--- src/fps_defines.svh ---
// Function
// - program phrase then verify, complete after
// - phrase address low three bits zero
// - program commands need slot index five
// - command refused in disallowed mode
// - program address must map to flash
// - program address in protected region errors
// - any verify error sets verify bit
// - uncorrectable verify error sets second bit
// - program once checks erased, programs, verifies
// - program once index zero to seven
// - programmed once phrase refused
// - all ones phrase may reprogram
// - flash reads invalid during program once
// - program once limited to reserved field
// - erase all, verify, then complete
// - successful erase all releases security
// - erase all needs slot index zero
// - erase all refused if protected
`ifndef FPS_DEFINES_SVH
`define FPS_DEFINES_SVH
`define FPS_REG_STAT      4'h0
`define FPS_REG_IDX       4'h1
`define FPS_REG_DATA      4'h2
`define FPS_REG_CTRL      4'h3
`define FPS_REG_SEC       4'h4
`define FPS_OP_PGM        8'h06
`define FPS_OP_ONCE       8'h07
`define FPS_OP_ERALL      8'h08
`define FPS_IDX_PGM       3'h5
`define FPS_IDX_ERALL     3'h0
`define FPS_ONCE_MAX      16'h0007
`define FPS_ST_CCF        7
`define FPS_ST_ACC        5
`define FPS_ST_PV         4
`define FPS_ST_VE         1
`define FPS_ST_VU         0
`define FPS_PFLASH_LO     18'h30000
`define FPS_RESET_STAT    8'h80
`endif

--- src/fps_pkg.sv ---
package fps_pkg;
    typedef enum logic [2:0] {
        FPS_IDLE, FPS_CHECK, FPS_OP, FPS_VERIFY, FPS_DONE
    } fps_state_t;
    typedef enum logic [1:0] {
        FPS_ARR_PROG, FPS_ARR_BLANK, FPS_ARR_ERALL, FPS_ARR_READ
    } fps_arr_t;
endpackage : fps_pkg

--- src/fps_sequencer.sv ---
// The implementer's own choices: the Avalon-MM interface to the registers and the address map.
`timescale 1ns/100ps
`include "fps_defines.svh"
module fps_sequencer (
    input  wire logic               clk_in,
    input  wire logic               sys_rst_in,
    input  wire logic               clk_en_in,
    // avalon-mm slave, word index addressing
    input  wire logic [3:0]         avs_address_in,
    input  wire logic               avs_read_in,
    input  wire logic               avs_write_in,
    input  wire logic [31:0]        avs_writedata_in,
    input  wire logic [3:0]         avs_byteenable_in,
    output logic      [31:0]        avs_readdata_out,
    output logic                    avs_waitrequest_out,
    // mode / protection / array status pins from outside domain
    input  wire logic               mode_allowed_in,
    input  wire logic               pflash_protect_any_in,
    input  wire logic               dflash_protect_any_in,
    input  wire logic [17:0]        prot_lo_in,
    input  wire logic [17:0]        prot_hi_in,
    // flash array handshake
    output logic                    arr_req_out,
    output fps_pkg::fps_arr_t       arr_cmd_out,
    output logic      [17:0]        arr_addr_out,
    output logic      [63:0]        arr_wdata_out,
    output logic                    arr_info_out,
    input  wire logic               arr_done_in,
    input  wire logic [63:0]        arr_rdata_in,
    input  wire logic               arr_err_in,
    input  wire logic               arr_uncorr_in,
    output logic                    pflash_read_invalid_out,
    output logic                    secure_out
);
    import fps_pkg::*;

    // ----------------------------------------
    // input synchronisers
    // ----------------------------------------
    logic [1:0] mode_s, pp_s, dp_s;
    always_ff @(posedge clk_in or posedge sys_rst_in) begin
        if (sys_rst_in) begin
            mode_s <= 2'h0;
            pp_s   <= 2'h0;
            dp_s   <= 2'h0;
        end else if (clk_en_in) begin
            mode_s <= {mode_s[0], mode_allowed_in};
            pp_s   <= {pp_s[0], pflash_protect_any_in};
            dp_s   <= {dp_s[0], dflash_protect_any_in};
        end
    end
    logic [17:0] plo_a, plo_b, phi_a, phi_b;
    always_ff @(posedge clk_in or posedge sys_rst_in) begin
        if (sys_rst_in) begin
            plo_a <= 18'h0;
            plo_b <= 18'h0;
            phi_a <= 18'h0;
            phi_b <= 18'h0;
        end else if (clk_en_in) begin
            plo_a <= prot_lo_in;
            plo_b <= plo_a;
            phi_a <= prot_hi_in;
            phi_b <= phi_a;
        end
    end

    // ----------------------------------------
    // registers
    // ----------------------------------------
    logic [15:0] param [0:5];
    logic [2:0]  slot;
    logic        ccf, acc, pv, ve, vu, secured;
    fps_state_t  state;
    logic        busy;
    logic        launch;
    logic        bus_wr, bus_rd;
    logic        ack;

    assign busy   = (state != FPS_IDLE);
    assign bus_wr = avs_write_in && clk_en_in && !ack;
    assign bus_rd = avs_read_in && clk_en_in && !ack;
    assign avs_waitrequest_out = !ack;
    // launch by writing one to the complete flag while no access or protection error pending
    assign launch = bus_wr && !busy && ccf && avs_byteenable_in[0]
                    && (avs_address_in == `FPS_REG_STAT)
                    && avs_writedata_in[`FPS_ST_CCF] && !acc && !pv;

    always_ff @(posedge clk_in or posedge sys_rst_in) begin
        if (sys_rst_in) begin
            ack <= 1'b0;
        end else if (clk_en_in) begin
            ack <= (avs_read_in || avs_write_in) && !ack;
        end
    end

    always_ff @(posedge clk_in or posedge sys_rst_in) begin
        if (sys_rst_in) begin
            avs_readdata_out <= 32'h0;
        end else if (bus_rd) begin
            unique case (avs_address_in)
                `FPS_REG_STAT: avs_readdata_out <= {24'h0, ccf, 1'b0, acc, pv, 2'h0, ve, vu};
                `FPS_REG_IDX:  avs_readdata_out <= {29'h0, slot};
                `FPS_REG_DATA: avs_readdata_out <= (slot < 3'h6) ? {16'h0, param[slot]} : 32'h0;
                `FPS_REG_SEC:  avs_readdata_out <= {31'h0, secured};
                default:       avs_readdata_out <= 32'h0;
            endcase
        end
    end

    always_ff @(posedge clk_in or posedge sys_rst_in) begin
        if (sys_rst_in) begin
            slot <= 3'h0;
        end else if (bus_wr && !busy && avs_address_in == `FPS_REG_IDX) begin
            slot <= avs_writedata_in[2:0];
        end
    end

    always_ff @(posedge clk_in or posedge sys_rst_in) begin
        if (sys_rst_in) begin
            for (int i = 0; i < 6; i++) param[i] <= 16'h0;
        end else if (bus_wr && !busy && avs_address_in == `FPS_REG_DATA && slot < 3'h6) begin
            param[slot] <= avs_writedata_in[15:0];
        end
    end

    // ----------------------------------------
    // launch checks
    // ----------------------------------------
    logic [7:0]  opc;
    logic [17:0] gaddr;
    logic [63:0] wdata;
    logic        is_pgm, is_once, is_erall;
    logic        e_acc, e_pv;
    assign opc   = param[0][15:8];
    assign gaddr = {param[0][1:0], param[1]};
    assign wdata = {param[2], param[3], param[4], param[5]};
    assign is_pgm   = (opc == `FPS_OP_PGM);
    assign is_once  = (opc == `FPS_OP_ONCE);
    assign is_erall = (opc == `FPS_OP_ERALL);

    always_comb begin
        e_acc = 1'b0;
        e_pv  = 1'b0;
        if (!mode_s[1]) e_acc = 1'b1;
        if (is_pgm) begin
            if (slot != `FPS_IDX_PGM) e_acc = 1'b1;
            if (gaddr[2:0] != 3'h0) e_acc = 1'b1;
            if (gaddr < `FPS_PFLASH_LO) e_acc = 1'b1;
            if (gaddr >= plo_b && gaddr <= phi_b) e_pv = 1'b1;
        end else if (is_once) begin
            if (slot != `FPS_IDX_PGM) e_acc = 1'b1;
            if (param[1] > `FPS_ONCE_MAX) e_acc = 1'b1;
        end else if (is_erall) begin
            if (slot != `FPS_IDX_ERALL) e_acc = 1'b1;
            if (pp_s[1] || dp_s[1]) e_pv = 1'b1;
        end else begin
            e_acc = 1'b1;
        end
    end

    // ----------------------------------------
    // sequencer
    // ----------------------------------------
    always_ff @(posedge clk_in or posedge sys_rst_in) begin
        if (sys_rst_in) begin
            state   <= FPS_IDLE;
            ccf     <= 1'b1;
            acc     <= 1'b0;
            pv      <= 1'b0;
            ve      <= 1'b0;
            vu      <= 1'b0;
            secured <= 1'b1;
        end else if (clk_en_in) begin
            if (bus_wr && !busy && avs_address_in == `FPS_REG_STAT) begin
                if (avs_writedata_in[`FPS_ST_ACC]) acc <= 1'b0;
                if (avs_writedata_in[`FPS_ST_PV])  pv  <= 1'b0;
            end
            unique case (state)
                FPS_IDLE: if (launch) begin
                    ccf   <= 1'b0;
                    ve    <= 1'b0;
                    vu    <= 1'b0;
                    state <= FPS_CHECK;
                end
                FPS_CHECK: begin
                    if (e_acc || e_pv) begin
                        acc   <= e_acc;
                        pv    <= e_pv;
                        state <= FPS_DONE;
                    end else begin
                        state <= FPS_OP;
                    end
                end
                FPS_OP: if (arr_done_in) begin
                    if (is_once && arr_cmd_out == FPS_ARR_BLANK
                        && arr_rdata_in != 64'hffff_ffff_ffff_ffff) begin
                        acc   <= 1'b1;
                        state <= FPS_DONE;
                    end else if (arr_cmd_out == FPS_ARR_BLANK) begin
                        state <= FPS_OP;
                    end else begin
                        state <= FPS_VERIFY;
                    end
                end
                FPS_VERIFY: if (arr_done_in) begin
                    if (arr_err_in || (!is_erall && arr_rdata_in != wdata)) begin
                        ve    <= 1'b1;
                    end
                    if (arr_uncorr_in) vu <= 1'b1;
                    if (is_erall && !arr_err_in && !arr_uncorr_in) secured <= 1'b0;
                    state <= FPS_DONE;
                end
                FPS_DONE: begin
                    ccf   <= 1'b1;
                    state <= FPS_IDLE;
                end
                default: state <= FPS_IDLE;
            endcase
        end
    end

    // array step selection; blank check precedes program once
    logic blank_done;
    always_ff @(posedge clk_in or posedge sys_rst_in) begin
        if (sys_rst_in) begin
            blank_done <= 1'b0;
        end else if (clk_en_in) begin
            if (state == FPS_CHECK) blank_done <= 1'b0;
            else if (state == FPS_OP && arr_done_in && arr_cmd_out == FPS_ARR_BLANK)
                blank_done <= 1'b1;
        end
    end

    always_comb begin
        arr_cmd_out = FPS_ARR_PROG;
        if (state == FPS_OP && is_once && !blank_done) arr_cmd_out = FPS_ARR_BLANK;
        else if (state == FPS_OP && is_erall) arr_cmd_out = FPS_ARR_ERALL;
        else if (state == FPS_VERIFY) arr_cmd_out = FPS_ARR_READ;
    end
    assign arr_req_out   = (state == FPS_OP) || (state == FPS_VERIFY);
    assign arr_info_out  = is_once && busy;
    assign arr_addr_out  = is_once ? {12'h0, param[1][2:0], 3'h0} : gaddr;
    assign arr_wdata_out = wdata;
    assign pflash_read_invalid_out = is_once && busy;
    assign secure_out    = secured;
endmodule : fps_sequencer

--- config.mk ---
export PLATFORM = sky130hd
export DESIGN_NAME = fps_sequencer
export DESIGN_NICKNAME = d
export VERILOG_FILES = /design/src/fps_pkg.sv /design/src/fps_sequencer.sv
export VERILOG_INCLUDE_DIRS = /design/src
export SDC_FILE = /design/constraint.sdc
export NUM_CORES = 1
export LEC_CHECK = 0
export BUFFER_PORTS_ARGS = -buffer_cell sky130_fd_sc_hd__buf_2
export CAP_MARGIN = 20
export CORE_ASPECT_RATIO = 1.5
export CORE_MARGIN = 2
export CORE_UTILIZATION = 35
export CTS_BUF_LIST = sky130_fd_sc_hd__clkbuf_16
export DETAILED_ROUTE_END_ITERATION = 8
export HOLD_SLACK_MARGIN = 0.03
export PLACE_DENSITY_LB_ADDON = 0.15
export SETUP_SLACK_MARGIN = 0.1
export SYNTH_ARGS = -nofsm -noshare
export SYNTH_HDL_FRONTEND = slang
export SYNTH_SLANG_ARGS = --single-unit
--- constraint.sdc ---
create_clock -name clk_in -period 5.5 [get_ports clk_in]
set_input_delay 0 -clock clk_in [delete_from_list [all_inputs] [get_ports clk_in]]
set_output_delay 0 -clock clk_in [all_outputs]
set_load 0.1 [all_outputs]
==> results of run 1 <==
==> sequential cells by signal (all words and copies together), names as in the netlist <==
register / count
acc: 1
ack: 1
arr_wdata_out: 64
avs_readdata_out: 16
blank_done: 1
ccf: 1
dp_s: 2
gaddr: 18
mode_s: 2
opc: 8
param: 6
phi_a: 18
phi_b: 18
plo_a: 18
plo_b: 18
pp_s: 2
pv: 1
secure_out: 1
slot: 3
state: 3
ve: 1
vu: 1
==> power by group <==
| group | internal (mW) | leakage, nW | switching (mW) |
|---|---|---|---|
| combinational | 0.413 | 3.73 | 0.727 |
| sequential | 1.64 | 2.65 | 0.149 |
| clock | 0.799 | 0.351 | 0.630 |
==> cells in the mapped netlist, types with 4 or more instances <==
master | instances | share of area (%)
nand4_1 | 36 | 2.0
clkbuf_1 | 21 | 0.70
xnor2_1 | 36 | 2.8
and2_1 | 15 | 0.83
inv_1 | 59 | 2.0
a211oi_1 | 4 | 0.27
mux2_1 | 6 | 0.60
a22oi_1 | 5 | 0.33
o21ai_0 | 56 | 2.5
nand2_2 | 4 | 0.22
dfrtp_1 | 202 | 45
a22o_1 | 10 | 0.78
nor4_1 | 17 | 0.94
xor2_1 | 28 | 2.2
buf_4 | 86 | 5.7
buf_2 | 6 | 0.27
a21oi_1 | 15 | 0.67
mux2i_1 | 18 | 1.6
nor2b_1 | 7 | 0.39
nand2_1 | 57 | 1.9
o22ai_1 | 16 | 0.89
nand3_1 | 6 | 0.27
mux2_2 | 139 | 14
nand2b_1 | 4 | 0.22
nor2_1 | 21 | 0.70
buf_1 | 5 | 0.17
mux4_2 | 16 | 3.2
ha_1 | 36 | 4.0
==> layer usage <==
metal / part of all wire (%) / global-route usage [%]
met5: 0 / 0
met4: 4.0 / 8.83
met3: 4.4 / 2.81
met2: 52 / 39.4
met1: 39 / 25.9
==> path summary, 6_finish.rpt <==
kind	startpoint	to	slack [ns]	depth (start not counted)
min	avs_address_in[2]	avs_readdata_out[5]$_DFFE_PP0P_	0.04	4
min reg2reg	avs_readdata_out[4]$_DFFE_PP0P_	avs_readdata_out[4]$_DFFE_PP0P_	0.48	2
max in group asynchronous	sys_rst_in	phi_b[8]$_DFFE_PP0P_	4.00	4
min in group asynchronous	sys_rst_in	phi_a[3]$_DFFE_PP0P_	0.09	3
max reg2reg	slot[0]$_DFFE_PP0P_	avs_readdata_out[0]$_DFFE_PP0P_	2.38	7
max	slot[0]$_DFFE_PP0P_	avs_readdata_out[0]$_DFFE_PP0P_	2.38	7
==> kinds of logic after synthesis <==
kind of cell,after synthesis
muxes,179
DFF,204
AOI/OAI and AO/OA,128
adders and majority gates,37
and+or+nand+nor,195
other,1
xor gates and xnor gates,64
buffers and inverters,177
==> area by class of cell <==
class                   count  area (sq um)  area share (%)
multi-input cells         619          5210            37.9
flip-flops and latches    204          5110            37.2
repair buffers            319          2010            14.6
clock buffers              23           576            4.19
well taps                 410           513            3.74
inverters                  59           225            1.64
clock inverters            14          91.3           0.665
==> critical path: cells and delay by family (launching register included) <==
| kind | cells | cell delay, ns |
|---|---|---|
| AOI/OAI and AO/OA | 3 | 0.59 |
| muxes | 1 | 0.55 |
| DFF | 1 | 0.69 |
| buffers and inverters | 3 | 1.16 |
==> results_dict.tcl, run 1 <==
set metrics [dict create \
    setup_violations 0 \
    drive_gt1_share_pct 36.1 \
    die_area_sq_um 33600 \
    muxShareOfSynthArea_pct 19.3 \
    fillers 3094 \
    max_cap_violations 0 \
    ys_ff_latch 204 \
    synth_simple_gate_area_share_pct 10.2 \
    max_freq_mhz 320 \
    yosysWarnings 0 \
    synthFlopType "dfrtp_1" \
    cp_max_fo 25 \
    rows 80 \
    grt_pass1_vias 8836 \
    design_area_sq_um 13700 \
    hold_viol_final 0 \
    synthXorXnorAreaFrac_pct 4.98 \
    via_per_inst 5.13 \
    setup_ws_ns 2.38 \
    drt-total-wl_mm 36.4 \
    synth_adder_area_share_pct 4.09 \
    track_usage_pct 21.8 \
    slew_headroom_pct 27.0 \
    min_path_type "in -> reg" \
    clk_pin_slew_ns 0.06 \
    antenna_found_initial 0 \
    fin_setup_tns_ns 0 \
    boundaryPins 272 \
    place_ws_ns 2.80 \
    final_cell_mix "buf_2 (235), dfrtp_1 (201), mux2_2 (139)" \
    cts_hold_buf 77 \
    drc 0 \
    cts_tree "yes" \
    syn_avg_cell_area_sq_um 11.4 \
    p_leak_nw 6.73 \
    clock_latency_ns 0.54 \
    fp.dieH_um 224 \
    dp_hpwl_mm 27.2 \
    h-tree-depth 1 \
    synth_top_family_by_area "multiplexers" \
    status "completed" \
    nets 1413 \
    drt_pass1_iterations 5 \
    critPathKind "reg -> reg" \
    powerDensity_nw_per_um2 318 \
    irDropWorstVdd_v 0.000206 \
    syn_inst 985 \
    port_buffers 236 \
    synth-compound-area-share_pct 7.18 \
    grt_pass1_wl_mm 54.6 \
    synth_area_sq_um 11300 \
    dp_cells 1534 \
    slowest_stage "dfrtp_2" \
    cts_buffers 23 \
    power_mw 4.36 \
    fin_util_pct 43.3 \
    drt_iter0_markers 408 \
    whs_ns 0.0367 \
    finClkSkew_ns 0.0137 \
    min_period_ns 3.12 \
    cts-root-buf "clkbuf_16" \
    post_cts_resized 0 \
    period_share_pct 56.7 \
    synth_edf_count 0 \
    num_antenna_cells 0 \
    gr-total-overflow 0 \
    post_cts_buffers 0 \
    clock-sinks 204 \
    core_sq_um 31700 \
    die_w_um 150 \
    placed_area_sq_um 12300 \
    ant_nets 0 \
    critPathMaxStageDelay_ns 0.69 \
    synth_cell_types 66 \
    dr_total_vias 8449 \
    area_delta_synth_final_pct 22.0 \
    grt_start_max_net_pins 180 \
    postSynth.asyncResetShare_pct 100 \
    required_ns 5.90 \
    layout_commonest_cell "buf_2" \
    ys_seq_area_share_pct 45.4 \
    worstSetupStartpointType "flop" \
    rsz0062_at_grt "no" \
    drv_slew 0 \
    end_kind "flop" \
    cts_buffer_depth 3 \
    gp_congestion 0.912 \
    tightest_slew_ns 1.09 \
    fin_cells 1648 \
    avgRoutedWirePerCell_um 22.1 \
    arrival_ns 3.53 \
    worstPathCellList "buf_4, mux4_2, inv_1, o22ai_1, a221oi_1, o41ai_1, dlygate4sd3_1" \
    start_util_pct 35.5 \
]
(Power assumes the default switching activity.)
==> inputs of run 2 (changes only) <==
==> constraint.sdc (replaced) <==
create_clock -name clk_in -period 3.1 [get_ports clk_in]
set_input_delay 0 -clock clk_in [delete_from_list [all_inputs] [get_ports clk_in]]
set_output_delay 0 -clock clk_in [all_outputs]
set_load 0.1 [all_outputs]
==> results_dict.tcl, run 2 (synthesis gave the netlist of run 1 again) <==
set metrics [dict create \
    critPathMaxStageDelay_ns 0.75 \
    rows 80 \
    cp-startpoint "slot[0]$_DFFE_PP0P_" \
    cts_buffers 22 \
    cts_buffer_depth 3 \
    hold_viol_final 0 \
    fp.dieH_um 224 \
    powerDensity_nw_per_um2 567 \
    worstPathCellList "buf_4, mux2i_1, o22ai_1, a221oi_1, o41ai_1, dlygate4sd3_1" \
    r2r-end "avs_readdata_out[0]$_DFFE_PP0P_" \
    rsz0062_at_grt "no" \
    gp_congestion 0.925 \
    slew_headroom_pct 38.4 \
    clock_latency_ns 0.52 \
    core_sq_um 31700 \
    r2r_setup_slack_ns 0.25 \
    grt_start_max_net_pins 69 \
    num_antenna_cells 0 \
    drc 0 \
    min_path_type "in -> reg" \
    cp_max_fo 19 \
    grt_pass1_vias 8858 \
    max_freq_mhz 350 \
    boundaryPins 272 \
    nets 1420 \
    min_period_ns 2.85 \
    status "completed" \
    p_leak_nw 6.82 \
    fillers 3116 \
    worstHoldStart "clk_en_in" \
    cp_top_family "buffers and inverters" \
    clk_pin_slew_ns 0.06 \
    setup_ws_ns 0.247 \
    port_buffers 236 \
    drv_slew 0 \
    avgRoutedWirePerCell_um 22.4 \
    rr_worst_depth 6 \
    die_area_sq_um 33600 \
    die_w_um 150 \
    largest_reg_flops 64 \
    endpoint "avs_readdata_out[0]$_DFFE_PP0P_" \
    h-tree-depth 1 \
    max_cap_violations 0 \
    irDropWorstVdd_v 0.000417 \
    tightest_slew_ns 0.922 \
    period_share_pct 92.0 \
    worst-path-stages 6 \
    cts-root-buf "clkbuf_16" \
    drive_gt1_share_pct 37.5 \
    start_util_pct 35.5 \
    worstSetupStartpointType "flop" \
    clock-sinks 204 \
    critPathKind "reg -> reg" \
    drt_pass1_iterations 4 \
    drt_iter0_markers 328 \
    required_ns 3.50 \
    antenna_found_initial 0 \
    track_usage_pct 22.1 \
    crit_buf_inv 2 \
    finClkSkew_ns 0.0168 \
    end_kind "flop" \
    area_delta_synth_final_pct 22.9 \
    place_ws_ns 0.636 \
    via_per_inst 5.16 \
    gr-total-overflow 0 \
    arrival_ns 3.26 \
    setup_violations 0 \
    fin_setup_tns_ns 0 \
    grt_pass1_wl_mm 55.2 \
    dr_total_vias 8556 \
    ant_nets 0 \
    slowest_stage "dfrtp_2" \
    reg2reg_from "slot[0]$_DFFE_PP0P_" \
    cts_tree "yes" \
    drt-total-wl_mm 37.2 \
    dp_hpwl_mm 28.4 \
    final_cell_mix "buf_2 (234), dfrtp_1 (201), mux2_2 (139)" \
    layout_commonest_cell "buf_2" \
]
-- run 2: cell types whose count changed in the layout (fill, tap and decap cells not counted), sizes merged --
cell         change
clkinv           +1
dlygate4sd3     -11
bufinv           +1
buf             +19
-- run 2: repair_timing --
action | in CTS | in global routing
gates resized for setup | 1 | 1
endpoints found under the setup margin | 1 | 1
hold buffers | 66 | 0
setup buffers | 0 | 0
hold endpoints to repair | 183 | 0
-- run 2: worst min path at each step --
stage	cells past startpoint	endpoint	slack [ns]
after global placement	2	phi_a[4]$_DFFE_PP0P_	0.23
after detailed placement	2	phi_a[5]$_DFFE_PP0P_	0.23
after global routing	5	ve$_DFFE_PP0P_	0.15
after floorplan	1	avs_readdata_out[0]$_DFFE_PP0P_	0.1
after CTS	5	ve$_DFFE_PP0P_	0.11
final	5	ve$_DFFE_PP0P_	0.12
-- run 2: where the power goes --
group | internal (mW) | switching [mW]
combinational | 0.742 | 1.26
clock | 1.50 | 1.11
sequential | 2.92 | 0.310
total | 5.16 | 2.68
-- run 2: cell type report --
class | count | area, sq um | share of cell area, %
Sequential cell | 204 | 5110 | 36.9
Tap cell | 410 | 513 | 3.71
Timing Repair Buffer | 327 | 2070 | 15.0
Multi-Input combinational cell | 619 | 5220 | 37.7
Clock buffer | 23 | 576 | 4.16
Clock inverter | 16 | 118 | 0.851
Inverter | 59 | 225 | 1.63
-- run 2: per-layer routing --
metal / global-route usage [%] / part of all wire [%] / vias up
met5: 0 / 0 / -
met4: 9.04 / 4.2 / 0
met3: 2.73 / 4.5 / 71
met2: 38.8 / 51 / 296
met1: 27.0 / 40 / 4284
li1: - / - / 3905
-- run 2: per-stage QoR --
step           instance area [sq um]  cells  util (%)  power, mW  hold slack [ns]
2_1_floorplan                  11300   1000         -       4.67           0.0962
3_3_place_gp                   12500   1553      39.3       5.18            0.231
3_5_place_dp                   12500   1553      39.3       5.21            0.235
4_1_cts                        13800   1658      43.6       7.91            0.107
5_1_grt                        13800   1658      43.6       8.19            0.149
6_report                       13800   1658      43.6       7.83            0.119
-- run 2: worst reg2reg max path: stages, from the launching register on --
cell and delay (ns):
dfrtp_2 0.75, buf_4 0.43, mux2i_1 0.32, o22ai_1 0.20, a221oi_1 0.34, o41ai_1 0.12, dlygate4sd3_1 0.58
